==> src/hw/cfs_regs.svh <==
// Register offsets, field positions, reset values and timing counts of the function select block
`ifndef CFS_REGS_SVH
`define CFS_REGS_SVH
// ----------------------------------------------------------------
// Register byte offsets
// ----------------------------------------------------------------
`define CFS_CTRL_OFF 8'h00
`define CFS_STAT_OFF 8'h04
`define CFS_SMPT_OFF 8'h08
`define CFS_PRESET_OFF 8'h0c
`define CFS_CNT_LO_OFF 8'h10
`define CFS_CNT_HI_OFF 8'h14
`define CFS_LATCH_OFF 8'h18
`define CFS_SAMPLE_OFF 8'h1c
// ----------------------------------------------------------------
// Control register fields
// ----------------------------------------------------------------
`define CFS_CTRL_RUN 0
`define CFS_CTRL_TRIG 1
`define CFS_CTRL_NEGLOGIC 2
`define CFS_CTRL_ZCLR 3
`define CFS_CTRL_MODE_LSB 4
`define CFS_CTRL_ZSET 8
// ----------------------------------------------------------------
// Status word fields
// ----------------------------------------------------------------
`define CFS_STAT_SAMPLING 3
`define CFS_STAT_OVF 4
`define CFS_STAT_ZFLAG 5
`define CFS_STAT_HALTED 6
`define CFS_WARN_OVF 16'h0bea
// ----------------------------------------------------------------
// Reset values and limits
// ----------------------------------------------------------------
`define CFS_SMPT_RESET 16'h0001
`define CFS_SMPT_MIN 16'h0001
`define CFS_SMPL_MAX 32'h7fffffff
// ----------------------------------------------------------------
// Timing
// ----------------------------------------------------------------
`define CFS_CLK_HZ 200000000
`define CFS_TICK_US 1000
`define CFS_TICK_CYC ((`CFS_CLK_HZ / 1000000) * `CFS_TICK_US)
`define CFS_SMP_STEP_MS 10
`endif

==> src/hw/cfs_pkg.sv <==
// Types shared by the counter function select block
package cfs_pkg;
    // Selected auxiliary function
    typedef enum logic [1:0] {
        CFS_FN_DISABLE = 2'h0,
        CFS_FN_SAMPLE = 2'h1,
        CFS_FN_DIS_PRESET = 2'h2,
        CFS_FN_LATCH_PRESET = 2'h3
    } cfs_mode_e;
    // Sampling state machine, one-hot
    typedef enum logic [1:0] {
        CFS_SM_IDLE = 2'b01,
        CFS_SM_RUN = 2'b10
    } cfs_smp_e;
    // Classic Wishbone request
    typedef struct packed {
        logic cyc;
        logic stb;
        logic we;
        logic [7:0] adr;
        logic [3:0] sel;
        logic [31:0] dat;
    } cfs_wb_req_s;
    // Classic Wishbone answer
    typedef struct packed {
        logic ack;
        logic [31:0] dat;
    } cfs_wb_rsp_s;
endpackage

==> src/hw/cfs_func_select.sv <==
// Counter function select logic of one pulse counter channel
//
// Behaviour
// - Disable mode: trigger bit halts, release resumes
// - Disable mode: function input halts counting
// - Count only while run request on
// - Run on with trigger on stays halted
// - Sample mode: rising trigger zeroes, starts counting
// - Sampling stops after sampling time
// - Status bit 3 high while sampling
// - Final sample count retained until next run
// - Sampling ignores run request bit
// - Second source on while first on ignored
// - Retrigger zeroes count, timing continues
// - Saturate sample count, raise warning 3050
// - New sampling time applies next run
// - Disable-preset: input rising halts counting
// - Disable-preset: input falling loads preset, resumes
// - Preset write replaces preset setting
// - Run on with input active stays halted
// - Z flag set suppresses preset; host clears
// - Latch-preset: rising latches count, loads preset
// - Latch-preset: run request gates counting
// - Input polarity selectable positive or negative
// - Sampling time in 10ms steps, 10..655350
// - Trigger bit handled on 1ms control cycle
//
// Local design decisions: the Wishbone interface to the registers and the register addresses.
`timescale 1ns/100ps
`include "cfs_regs.svh"
module cfs_func_select
    import cfs_pkg::*;
#(
    parameter int TICK_CYC = `CFS_TICK_CYC // Cycles per control cycle
)
(
    input wire logic clk_i, // 200 MHz clock
    input wire logic rst_i, // Synchronous reset, active high
    input wire cfs_pkg::cfs_wb_req_s wb_req_i, // Wishbone request
    output cfs_pkg::cfs_wb_rsp_s wb_rsp_o, // Wishbone answer
    input wire logic pulse_i, // Decoded count pulse, same clock
    input wire logic func_pin_i, // Function input pin, asynchronous
    input wire logic zphase_req_i, // Phase Z preset request event
    output logic func_active_o, // Filtered function input, active level
    output logic counting_o, // Count currently advancing
    output logic [15:0] warn_code_o // Channel warning code
);
    import cfs_pkg::*;

    // ----------------------------------------------------------------
    // Pin synchroniser and polarity
    // ----------------------------------------------------------------
    logic [2:0] pin_sync_q; // Three-stage synchroniser
    logic pin_q; // Accepted pin level
    logic neg_logic_q; // Negative logic select
    logic fin_q; // Function input, active level, delayed
    wire fin_raw = pin_q ^ neg_logic_q; // Active level of input
    wire fin_rise = fin_raw & ~fin_q; // Input turned active
    wire fin_fall = ~fin_raw & fin_q; // Input turned inactive

    // Synchronise and accept agreed level
    always_ff @(posedge clk_i)
    begin
        if (rst_i)
        begin
            pin_sync_q <= 3'h0;
            pin_q <= 1'b0;
        end
        else
        begin
            pin_sync_q <= {pin_sync_q[1:0], func_pin_i};
            if (pin_sync_q[1] == pin_sync_q[2])
                pin_q <= pin_sync_q[2];
        end
    end

    // ----------------------------------------------------------------
    // Control cycle tick
    // ----------------------------------------------------------------
    logic [31:0] tick_cnt_q; // Tick divider
    wire tick = (tick_cnt_q == 32'(TICK_CYC - 1)); // One-cycle tick pulse

    // Free-running control cycle divider
    always_ff @(posedge clk_i)
    begin
        if (rst_i || tick)
            tick_cnt_q <= 32'h0;
        else
            tick_cnt_q <= tick_cnt_q + 32'h1;
    end

    // ----------------------------------------------------------------
    // Register state
    // ----------------------------------------------------------------
    logic run_q; // Count run request
    logic trig_q; // Selected function trigger bit
    logic trig_s_q; // Trigger seen on control cycle
    cfs_mode_e mode_q; // Selected function
    logic [15:0] smpt_q; // Sampling time, 10ms units
    logic [31:0] preset_q; // Preset setting
    logic [31:0] count_q; // Present count value
    logic [31:0] latch_q; // First latch register
    logic [31:0] sample_q; // Sampling count
    logic zflag_q; // Phase Z preset request flag
    logic ovf_q; // Sampling overflow warning
    cfs_smp_e smp_q; // Sampling state
    logic [31:0] smp_left_q; // Remaining sampling ticks
    logic latch_pend_q; // Latch reads zero the cycle after update
    logic ack_q; // Wishbone ack
    logic [31:0] rdat_q; // Read data

    // Trigger bit seen only on the control cycle
    always_ff @(posedge clk_i)
    begin
        if (rst_i)
        begin
            trig_s_q <= 1'b0;
            fin_q <= 1'b0;
        end
        else
        begin
            fin_q <= fin_raw;
            if (tick)
                trig_s_q <= trig_q;
        end
    end
    wire trig_rise = tick & trig_q & ~trig_s_q; // Trigger rising on tick

    // ----------------------------------------------------------------
    // Function decode
    // ----------------------------------------------------------------
    wire m_dis = (mode_q == CFS_FN_DISABLE);
    wire m_smp = (mode_q == CFS_FN_SAMPLE);
    wire m_dp = (mode_q == CFS_FN_DIS_PRESET);
    wire m_lp = (mode_q == CFS_FN_LATCH_PRESET);
    wire other_on_t = fin_q; // Input already on when trigger rises
    wire other_on_f = trig_s_q; // Trigger already on when input rises
    wire smp_start = m_smp & ((trig_rise & ~other_on_t) | (fin_rise & ~other_on_f));
    wire halt_dis = m_dis & (trig_s_q | fin_q);
    wire halt_dp = m_dp & fin_q;
    wire can_preset = ~zflag_q;
    wire dp_load = m_dp & fin_fall & can_preset;
    wire lp_load = m_lp & fin_rise;
    wire count_en = run_q & ~halt_dis & ~halt_dp & ~m_smp;
    wire smp_run = (smp_q == CFS_SM_RUN);
    wire smp_sat = (sample_q == `CFS_SMPL_MAX);

    // ----------------------------------------------------------------
    // Present count and latch
    // ----------------------------------------------------------------
    // Count, preset load and latch
    always_ff @(posedge clk_i)
    begin
        if (rst_i)
        begin
            count_q <= 32'h0;
            latch_q <= 32'h0;
            latch_pend_q <= 1'b0;
        end
        else
        begin
            latch_pend_q <= lp_load;
            if (lp_load)
                latch_q <= count_q;
            if (dp_load || (lp_load && can_preset))
                count_q <= preset_q;
            else if (count_en && pulse_i && !fin_fall)
                count_q <= count_q + 32'h1;
        end
    end

    // ----------------------------------------------------------------
    // Sampling counter
    // ----------------------------------------------------------------
    // Sampling run, window and saturation
    always_ff @(posedge clk_i)
    begin
        if (rst_i)
        begin
            smp_q <= CFS_SM_IDLE;
            smp_left_q <= 32'h0;
            sample_q <= 32'h0;
            ovf_q <= 1'b0;
        end
        else
        begin
            unique case (smp_q)
                CFS_SM_IDLE:
                begin
                    if (smp_start)
                    begin
                        smp_q <= CFS_SM_RUN;
                        smp_left_q <= 32'(smpt_q) * `CFS_SMP_STEP_MS;
                        sample_q <= 32'h0;
                    end
                end
                CFS_SM_RUN:
                begin
                    if (tick)
                    begin
                        if (smp_left_q == 32'h1)
                            smp_q <= CFS_SM_IDLE;
                        smp_left_q <= smp_left_q - 32'h1;
                    end
                    if (smp_start)
                        sample_q <= 32'h0;
                    else if (pulse_i && !smp_sat)
                        sample_q <= sample_q + 32'h1;
                    else if (pulse_i)
                        ovf_q <= 1'b1;
                end
                default:
                    smp_q <= CFS_SM_IDLE;
            endcase
        end
    end

    // ----------------------------------------------------------------
    // Wishbone slave
    // ----------------------------------------------------------------
    wire wb_hit = wb_req_i.cyc & wb_req_i.stb & ~ack_q; // New access
    wire wb_wr = wb_hit & wb_req_i.we & wb_req_i.sel[0];
    wire wr_ctrl = wb_wr & (wb_req_i.adr == `CFS_CTRL_OFF);
    wire wr_smpt = wb_wr & (wb_req_i.adr == `CFS_SMPT_OFF);
    wire wr_pre = wb_wr & (wb_req_i.adr == `CFS_PRESET_OFF);
    wire zclr = wr_ctrl & wb_req_i.dat[`CFS_CTRL_ZCLR];
    wire [15:0] stat_w = {9'h0, ~count_en, zflag_q, ovf_q, smp_run, 3'h0};
    logic [31:0] rmux; // Read mux
    always_comb
    begin
        unique case (wb_req_i.adr)
            `CFS_CTRL_OFF: rmux = {23'h0, zflag_q, 2'h0, mode_q, 1'b0,
                neg_logic_q, trig_q, run_q};
            `CFS_STAT_OFF: rmux = {16'h0, stat_w};
            `CFS_SMPT_OFF: rmux = {16'h0, smpt_q};
            `CFS_PRESET_OFF: rmux = preset_q;
            `CFS_CNT_LO_OFF: rmux = {16'h0, count_q[15:0]};
            `CFS_CNT_HI_OFF: rmux = {16'h0, count_q[31:16]};
            `CFS_LATCH_OFF: rmux = latch_pend_q ? 32'h0 : latch_q;
            `CFS_SAMPLE_OFF: rmux = sample_q;
            default: rmux = 32'h0;
        endcase
    end

    // Register writes and answers
    always_ff @(posedge clk_i)
    begin
        if (rst_i)
        begin
            ack_q <= 1'b0;
            rdat_q <= 32'h0;
            run_q <= 1'b0;
            trig_q <= 1'b0;
            neg_logic_q <= 1'b0;
            mode_q <= CFS_FN_DISABLE;
            smpt_q <= `CFS_SMPT_RESET;
            preset_q <= 32'h0;
            zflag_q <= 1'b0;
        end
        else
        begin
            ack_q <= wb_hit;
            rdat_q <= wb_hit ? rmux : 32'h0;
            if (wr_ctrl)
            begin
                run_q <= wb_req_i.dat[`CFS_CTRL_RUN];
                trig_q <= wb_req_i.dat[`CFS_CTRL_TRIG];
                neg_logic_q <= wb_req_i.dat[`CFS_CTRL_NEGLOGIC];
                mode_q <= cfs_mode_e'(wb_req_i.dat[`CFS_CTRL_MODE_LSB +: 2]);
            end
            if (wr_smpt && wb_req_i.dat[15:0] >= `CFS_SMPT_MIN)
                smpt_q <= wb_req_i.dat[15:0];
            if (wr_pre)
                preset_q <= wb_req_i.dat;
            if (zphase_req_i)
                zflag_q <= 1'b1;
            else if (zclr)
                zflag_q <= 1'b0;
        end
    end

    // ----------------------------------------------------------------
    // Outputs
    // ----------------------------------------------------------------
    assign wb_rsp_o = '{ack: ack_q, dat: rdat_q};
    assign func_active_o = fin_q;
    assign counting_o = count_en;
    assign warn_code_o = ovf_q ? `CFS_WARN_OVF : 16'h0;
endmodule

==> config.mk <==
export PLATFORM = sky130hd
export DESIGN_NAME = cfs_func_select
export DESIGN_NICKNAME = d
export VERILOG_FILES = /design/src/hw/cfs_pkg.sv /design/src/hw/cfs_func_select.sv
export VERILOG_INCLUDE_DIRS = /design/src /design/src/hw
export SDC_FILE = /design/constraint.sdc
export NUM_CORES = 1
export LEC_CHECK = 0
export BUFFER_PORTS_ARGS = -buffer_cell sky130_fd_sc_hd__buf_2
export CAP_MARGIN = 20
export CORE_ASPECT_RATIO = 1.1
export CORE_UTILIZATION = 55
export CTS_CLUSTER_DIAMETER = 50
export DETAILED_ROUTE_END_ITERATION = 10
export PLACE_DENSITY = 0.74
export SLEW_MARGIN = 20
export SYNTH_ARGS = -nofsm -noshare
export SYNTH_HDL_FRONTEND = slang
export SYNTH_SLANG_ARGS = --single-unit
==> constraint.sdc <==
create_clock -name clk_i -period 7.6 [get_ports clk_i]
set_input_delay 0.76 -clock clk_i [delete_from_list [all_inputs] [get_ports clk_i]]
set_output_delay 0.76 -clock clk_i [all_outputs]
set_load 0.01 [all_outputs]
; ---- Yosys cells after proc, flatten, opt, wreduce, memory -nomap -nowiden
; Index checks and enable logic that the tools add are counted.
[totals]
register_bits = 257
input_bits = 52
output_inout_bits = 51
word_cells = 122
[op_classes]
addsub = 4
n_mul = 1
n_lt_le_gt_ge = 1
eq_ne = 20
muxes = 18
n_bitwise = 38
reduce_logical = 19
[ops]
columns = op, n
row1 = $mux 32, 8
row2 = $pmux 32 s8, 1
row3 = $pmux 32 s2, 2
row4 = $add 32x1->32 const B, 3
row5 = $eq 32x1->1 const B, 1
row6 = $eq 32x18->1 const B, 1
row7 = $eq 32x31->1 const B, 1
row8 = $eq 8x5->1 const B, 4
row9 = $sub 32x1->32 const B, 1
row10 = $and 1x1->1, 23
row11 = $mul 16x3->19 const B, 1
row12 = $eq 8x4->1 const B, 2
row13 = $ge 16x1->1 const B, 1
row14 = $mux 12, 1
row15 = $not 1->1, 12
row16 = $reduce_and 3->1, 3
row17 = $eq 8x3->1 const B, 1
row18 = $logic_not 8->1, 1
row19 = $eq 2x2->1 const B, 3
row20 = $mux 2, 3
row21 = $reduce_bool 2->1, 3
row22 = $logic_and 1x1->1, 5
row23 = $eq 2x1->1 const B, 2
row24 = $ne 2x2->1 const B, 2
row25 = other kinds (12), 16

; ---- Logic depth before layout (Yosys ltp)
; Gate-level depths: netlist of the first run.
[depth]
depth_word = 10
mapped_depth = 10
mapped_depth_nobuf = 10

; ---- Least setup slack after synthesis of the first run
; Ideal clock, no wire load.
[synth_timing]
path_type = flip-flop to flip-flop
from = register smpt_q[1]
to = register smp_left_q[16]
setup_time_ps = 128
arrival_time_ps = 2488
required_ps = 7472
path_slack_ps = 4985
path_stages_with_launch = 11
path_buffers = 0
synth_period_minus_slack_ps = 2615
path_cell_list = dfxtp_1 ha_1 ha_1 fa_1 a211o_1 a21oi_1 a211o_1 a41oi_1 xor2_1 a221oi_1 nor2_1
[synth_via]
elab_chain_cells = 3
[synth_lines]
columns = element, line
row1 = start: declaration, cfs_func_select.sv:99  ; logic [15:0] smpt_q;
row2 = start signal: assignment, cfs_func_select.sv:256  ; smpt_q <= `CFS_SMPT_RESET;
row3 = start signal: assignment, cfs_func_select.sv:272  ; smpt_q <= wb_req_i.dat[15:0];
row4 = $mul 16x3->19 (no line), n/a
row5 = $mux 32, cfs_func_select.sv:190  ; if (smp_start)
row6 = $pmux 32 s2, cfs_func_select.sv:187  ; unique case (smp_q)
row7 = end signal: assignment, cfs_func_select.sv:193  ; smp_left_q <= 32'(smpt_q) * `CFS_SMP_STEP_MS;
row8 = end signal: assignment, cfs_func_select.sv:203  ; smp_left_q <= smp_left_q - 32'h1;
row9 = end: declaration, cfs_func_select.sv:107  ; logic [31:0] smp_left_q;
; Every way passes these cells. The select of a mux whose other input is x is not followed.
; A chain may end at the register's enable or synchronous reset.

; ---- Worst setup path after layout of the first run
[layout_timing]
from = register tick_cnt_q[0]
to = register sample_q[10]
[layout_via]
elab_chain_cells = 8
elab_cells_between_ends = 11
cone_classes = 3 x eq/ne / 2 x mux / 5 x bitwise / 1 x reduce/logical
[layout_lines]
columns = element, line
row1 = start: declaration, cfs_func_select.sv:80  ; logic [31:0] tick_cnt_q;
row2 = start signal: assignment, cfs_func_select.sv:89  ; tick_cnt_q <= tick_cnt_q + 32'h1;
row3 = $eq 32x18->1 (*), cfs_func_select.sv:81  ; wire tick = (tick_cnt_q == 32'(TICK_CYC - 1));
row4 = $and 1x1->1 (*) (2 in series), cfs_func_select.sv:127  ; wire trig_rise = tick & trig_q & ~trig_s_q;
row5 = $and 1x1->1 (*), cfs_func_select.sv:138  ; wire smp_start = m_smp & ((trig_rise & ~other_on_t) | (fin_rise & ~other_on_f));
row6 = $or 1x1->1 (*), cfs_func_select.sv:138
row7 = $and 1x1->1 (*), cfs_func_select.sv:138
row8 = "$ne 3x2->1 (no line), or another cell as far along", n/a
row9 = $reduce_and 3->1 (no line) or $pmux 32 s2 (tied branches), n/a
row10 = end signal: assignment, cfs_func_select.sv:208  ; sample_q <= sample_q + 32'h1;
row11 = end: declaration, cfs_func_select.sv:103  ; logic [31:0] sample_q;
; Mark *: on every way between the ends. The rest lies on a longest branch, timed or not.

==> results.toml, run 1 <==
[critical_path]
worst_path_cell_with_the_longest_stage_delay = "sky130_fd_sc_hd__and3_1"
worst-endpoint-arrival_ps = 3500
crit_type = "register to register"
reg2reg_from = "tick_cnt_q[0]"
timing.rr.end = "sample_q[10]"
cpLargestDelayFamily = "simple AND/OR/NAND/NOR gates"
critPathMaxStageDelay_ps = 840
crit_path_max_fanout = 35
setup.reg_to_reg.worst_slack_ps = 4520
required_ps = 8020
kind_of_launch_point_of_the_worst_setup_path = "register"
crit_path_cell_trace = "ha_1 > and4_1 > nand3_2 > nor4_2 > nor3_4 > buf_4 > and3_1 > a31oi_1 > a311oi_1"
worst-path-buf-inv = 1
worst_r2r_path_depth = 9
cp-end-kind = "register"

[drt]
drt_wl_total_um = 34400
route.vias.total = 11600
route.detailed.drc = 0
drt_iter0_markers = 1134
drt.antenna.violating_nets = 0
via_per_inst = 6.16
routedWlPerCell_um = 18.2
first_pass_iters = 5

[placed_design]
place.gp.congestion = 0.892
place.port_buffers = 91
hpwlAfterDp_um = 23400

[hold_path]
worst_hold_path.endpoint = "pin_sync_q[1]"
holdCritStartpoint = "pin_sync_q[0]"
min_delay_path_depth = 1
hp-class = "register to register"

[die]
floorplan.initialDensity_pct = 56.6
die_h_um = 161
design.die.area_um2 = 23600
design.core.area_um2 = 22300
die_w_um = 147
num_ports = 103
std_cell_rows = 57

[layout]
final.fill_count = 1933
layout-drive-gt1-share_pct = 12.4
area_delta_synth_final_pct = 12.3
design.final.nets = 1654
num_antenna_cells = 0
final_core_area_utilization_pct = 63.6

[grt]
grt_remaining_overflow = 0
first_global_vias = 10400
grt_usage_pct = 28.7
grt_first_pass_wirelength_um = 55400
grt_max_degree = 95
antenna_found_initial = 0

[logic_synthesis]
synth_xor_xnor_area_share_pct = 5.68
post_synth_instance_area_um2 = 12600
yosysWarningCount = 0
synth_simple_gate_area_share_pct = 24.4
synth.yosys.seq_area_share_pct = 40.7
synth_compound_area_share_pct = 19.6
avgSynthCellArea_um2 = 8.22
synth_top_family_by_area = "simple AND/OR/NAND/NOR gates"
synth-async-reset-ratio_pct = 0
dominantRegCellSynth = "sky130_fd_sc_hd__dfxtp_1"
postSynthCellCount = 1538
synth_enable_flop_cells = 0
yosys-mux-area-fraction_pct = 1.43
synth.ff_latch_count = 257
synth_cell_types = 78
adder_cell_area_share_of_the_yosys_netlist_pct = 3.43

[cts]
path_clk_slew_ps = 60
worst_skew_pair.late_latency_ps = 540
cts_tree = "yes"
post_cts_resized = 0
cts_max_level = 1
cts_buffer_depth = 3
post_cts_buffers = 0
ctsRootBufferMaster = "sky130_fd_sc_hd__clkbuf_16"
hold_buffers = 0
numCtsBuffers = 28
cts_num_sinks = 257

[timing]
clock.fmax_mhz = 324
post-route-min-period_ps = 3080
final.hold.worst_slack_ps = 445
maxSlewHeadroom_pct = 31.1
worst_slew_pin_slew_ps = 1020
finalHoldViolations = 0
final_max_slew_viol_count = 0
final_cycle_utilization_of_the_critical_path_pct = 40.6
timing.clock.skew_ps = 12.6
rsz0062_at_grt = "no"
setup-tns-final_ps = 0
setup-violations-final = 0

[power]
netSwitchingPower_uw = 614
leakage_nw = 5.22
intPower_mw = 2.27
peakVddDrop_mv = 0.193
power-per-cell-area_nw_per_um2 = 203
power.share.switching_pct = 21.3
share_comb_of_total_power_pct = 1.9
power_frac_clock_pct = 51.2
power.share.sequential_pct = 46.9

[status]
outcome = "completed"

[run]
max_cap_viols = 0
-- metal layers --
metal  up-vias  track usage [%]  wire length (um)
li1       5598                -                 -
met1      5454             40.1             14900
met2       487             46.3             15700
met3        64             3.08              2700
met4         0             9.71              1010
met5         -                0                 0
-- cells in the final DEF (no fill, tap or decap), types with 22 or more instances in the layout --
cell / n
sky130_fd_sc_hd__nor2_1: 148
sky130_fd_sc_hd__a311oi_1: 26
sky130_fd_sc_hd__nand2_1: 229
sky130_fd_sc_hd__and3_1: 24
sky130_fd_sc_hd__a21oi_1: 134
sky130_fd_sc_hd__xor2_1: 53
sky130_fd_sc_hd__dfxtp_1: 257
sky130_fd_sc_hd__a31oi_1: 28
sky130_fd_sc_hd__ha_1: 33
sky130_fd_sc_hd__nand4_1: 22
sky130_fd_sc_hd__nand3_1: 73
sky130_fd_sc_hd__a22oi_1: 57
sky130_fd_sc_hd__a211oi_1: 40
sky130_fd_sc_hd__xnor2_1: 29
sky130_fd_sc_hd__o21ai_0: 33
sky130_fd_sc_hd__buf_2: 90
sky130_fd_sc_hd__clkbuf_16: 29
-- cell families after synthesis --
kind of cell	Yosys count
adders and majority gates	34
buffers and inverters	137
AOI/OAI and AO/OA	378
muxes	18
other	1
and+or+nand+nor	631
DFF	257
xor gates and xnor gates	82
-- cell usage after synthesis (22+ instances only) --
master	n	area [um^2]
sky130_fd_sc_hd__dfxtp_1	257	5140
sky130_fd_sc_hd__a211oi_1	40	300
sky130_fd_sc_hd__a22oi_1	57	428
sky130_fd_sc_hd__ha_1	33	413
sky130_fd_sc_hd__nor4_1	22	138
sky130_fd_sc_hd__a311oi_1	26	228
sky130_fd_sc_hd__o21ai_0	33	165
sky130_fd_sc_hd__xor2_1	53	464
sky130_fd_sc_hd__nand2_1	229	860
sky130_fd_sc_hd__xnor2_1	29	254
sky130_fd_sc_hd__nor2_1	149	559
sky130_fd_sc_hd__and3_1	24	150
sky130_fd_sc_hd__nand3_1	73	365
sky130_fd_sc_hd__nand4_1	22	138
sky130_fd_sc_hd__a31oi_1	28	175
sky130_fd_sc_hd__clkbuf_1	85	319
sky130_fd_sc_hd__a21oi_1	134	671
-- sequential cells by signal, summed over array words and instances (netlist names), 2 cells and up --
signal and count:
smp_left_q 32, count_q 32, smpt_q 16, smp_q 2
preset_q 32, latch_q 32, sample_q 32, tick_cnt_q 32
rdat_q 32, pin_sync_q 3, mode_q 2
-- cell type report --
class	instances	area [um^2]	share of cell area (%)
clock buffers	33	741	5.22
well taps	295	369	2.60
inverters	20	75.1	0.529
clock inverters	18	273	1.92
flip-flops and latches	257	5140	36.3
multi-input cells	1151	6970	49.1
repair buffers	110	624	4.40
-- power groups by stage --
stage | Clock, mW | Sequential [mW] | Combinational, mW
final | 1.48 | 1.35 | 0.0556
after global placement | 0 | 1.38 | 0.0543
after floorplan | 0 | 1.38 | 0.0298
after CTS | 1.50 | 1.35 | 0.0548
after detailed placement | 0 | 1.38 | 0.0543
after global routing | 1.56 | 1.35 | 0.0592
-- how the worst max path moves through the flow --
| stage | cells after the start | to | slack, ps | start |
|---|---|---|---|---|
| floorplan | 10 | smp_left_q[16] | 4980 | smpt_q[1] |
| global placement | 7 | smpt_q[2] | 4110 | wb_req_i[46] |
| detailed placement | 7 | smpt_q[9] | 4090 | wb_req_i[46] |
| CTS | 9 | sample_q[22] | 4570 | tick_cnt_q[0] |
| global route | 7 | smp_left_q[11] | 4300 | tick_cnt_q[0] |
| finish | 9 | sample_q[10] | 4520 | tick_cnt_q[0] |
-- per-stage QoR --
step,instances,instance area (um^2),power [mW],setup WS (ps)
after detailed placement,1833,13200,1.44,4090
after global placement,1832,13200,1.44,4110
final,1884,14200,2.89,4520
after CTS,1884,14200,2.90,4570
after global routing,1884,14200,2.97,4300
after floorplan,1545,12700,1.41,4980
No activity file was read; power rests on OpenSTA's default activity.
==> run 2, diff against run 1 <==
==> constraint.sdc (replaced) <==
create_clock -name clk_i -period 3.12 [get_ports clk_i]
set_input_delay 0.312 -clock clk_i [delete_from_list [all_inputs] [get_ports clk_i]]
set_output_delay 0.312 -clock clk_i [all_outputs]
set_load 0.01 [all_outputs]
==> results.toml, run 2 (synthesized netlist as in run 1, its figures left out) <==
[placed_design]
hpwlAfterDp_um = 23600
dpl-instance-area_um2 = 13300
place.port_buffers = 91
place.gp.congestion = 0.912
dp.cells = 1850

[timing]
post-route-min-period_ps = 2920
final_max_slew_viol_count = 0
timing.clock.skew_ps = 8.86
clock.fmax_mhz = 342
setup-tns-final_ps = 0
worst_slew_pin_slew_ps = 958
maxSlewHeadroom_pct = 36.1
finalHoldViolations = 0
final_cycle_utilization_of_the_critical_path_pct = 93.7
final.hold.worst_slack_ps = 7.64
rsz0062_at_grt = "no"
setup-violations-final = 0

[cts]
numCtsBuffers = 29
path_clk_slew_ps = 60
cts_buffer_depth = 3
cts_num_sinks = 257
post_cts_buffers = 0
post_cts_resized = 0
worst_skew_pair.late_latency_ps = 550
ctsRootBufferMaster = "sky130_fd_sc_hd__clkbuf_16"
cts_max_level = 1
cts_tree = "yes"

[layout]
stdcell_count = 1916
layout.cells.most_common = "sky130_fd_sc_hd__dfxtp_1"
design.final.nets = 1686
final_cell_mix = "257 x sky130_fd_sc_hd__dfxtp_1, 229 x sky130_fd_sc_hd__nand2_1, 148 x sky130_fd_sc_hd__nor2_1, 134 x sky130_fd_sc_hd__a21oi_1, 90 x sky130_fd_sc_hd__buf_2"
num_antenna_cells = 0
area_delta_synth_final_pct = 14.5
final.fill_count = 1901
layout-drive-gt1-share_pct = 13.3
layout.cell_area.non_filler_um2 = 14500

[die]
design.die.area_um2 = 23600
std_cell_rows = 57
die_w_um = 147
design.core.area_um2 = 22300
num_ports = 103
die_h_um = 161
floorplan.initialDensity_pct = 56.6

[critical_path]
cp-end-kind = "register"
required_ps = 3560
crit_type = "register to register"
worst-endpoint-arrival_ps = 3360
crit_path_max_fanout = 4
kind_of_launch_point_of_the_worst_setup_path = "register"

[drt]
route.met3.wl_um = 3000
drt_iter0_markers = 1099
route.detailed.drc = 0
drt_wl_total_um = 34800
drt.antenna.violating_nets = 0
wl_met2_um = 15700
via_per_inst = 6.14
top_signal_layer_used = "met4"
met1Wirelength_um = 14800
routedWlPerCell_um = 18.2
first_pass_iters = 6
route.vias.total = 11800

[status]
outcome = "completed"

[grt]
grt_usage_pct = 29.4
first_global_vias = 10800
grt_remaining_overflow = 0
antenna_found_initial = 0
grt_max_degree = 65
grt_first_pass_wirelength_um = 56100

[power]
power-per-cell-area_nw_per_um2 = 495
leakage_nw = 5.38
peakVddDrop_mv = 0.447

[run]
max_cap_viols = 0

[hold_path]
hp-class = "input pin to register"
run 2: changes by cell type in the layout (fill, tap and decap cells not counted), sizes merged:
cell         before  now
clkinvlp          3    2
clkbuf           33   36
dlygate4sd3       0   14
buf             110  127
inv              21   23
clkinv            8    5
run 2: path summary, 6_finish.rpt:
path	start	end	slack, ps	cells past startpoint
min reg2reg	latch_q[7]	latch_q[7]	460	2
max	smpt_q[3]	smp_left_q[18]	200	10
min	wb_req_i[23]	preset_q[23]	8	3
max reg2reg	smpt_q[3]	smp_left_q[18]	200	10
run 2: area by class of cell:
cell class              instances  area [um^2]  share of cell area, %
clock inverters                16          253                   1.75
inverters                      20         75.1                  0.519
repair buffers                141          872                   6.03
flip-flops and latches        257         5140                   35.6
clock buffers                  36          792                   5.47
multi-input cells            1151         6970                   48.1
well taps                     295          369                   2.55
run 2: power breakdown:
part	switching (mW)	total, mW	internal, mW
Combinational	0.101	0.151	0.0505
Sequential	0.00605	3.29	3.29
Clock	1.41	3.71	2.30
Total	1.52	7.16	5.64
run 2: metal layers:
layer  GRT usage, %  vias to the layer above
met2           46.3                      503
met4           12.9                        0
li1               -                     5647
met1           39.2                     5530
met5              0                        -
met3           5.54                       83
run 2: per-stage QoR:
step	util, %	power, mW	setup slack, ps
global placement	59.5	3.50	334
detailed placement	59.5	3.50	246
finish	64.8	7.16	197
CTS	64.8	7.19	241
global route	64.8	7.36	42.4
floorplan	-	3.44	505
run 2: what timing repair did:
item | 4_1_cts | 5_1_grt
endpoints found under the setup margin | 0 | 0
endpoints found under the hold margin | 14 | 0
hold buffers | 14 | 0
run 2: critical path, cell delays in order, from the launching register on:
cell and delay, ps:
sky130_fd_sc_hd__dfxtp_1 400, sky130_fd_sc_hd__ha_1 260, sky130_fd_sc_hd__ha_1 240, sky130_fd_sc_hd__fa_1 420
sky130_fd_sc_hd__a211o_1 320, sky130_fd_sc_hd__a21oi_1 290, sky130_fd_sc_hd__a211o_1 170, sky130_fd_sc_hd__a41oi_1 130
sky130_fd_sc_hd__a21oi_1 220, sky130_fd_sc_hd__mux2i_1 250, sky130_fd_sc_hd__a21oi_1 100
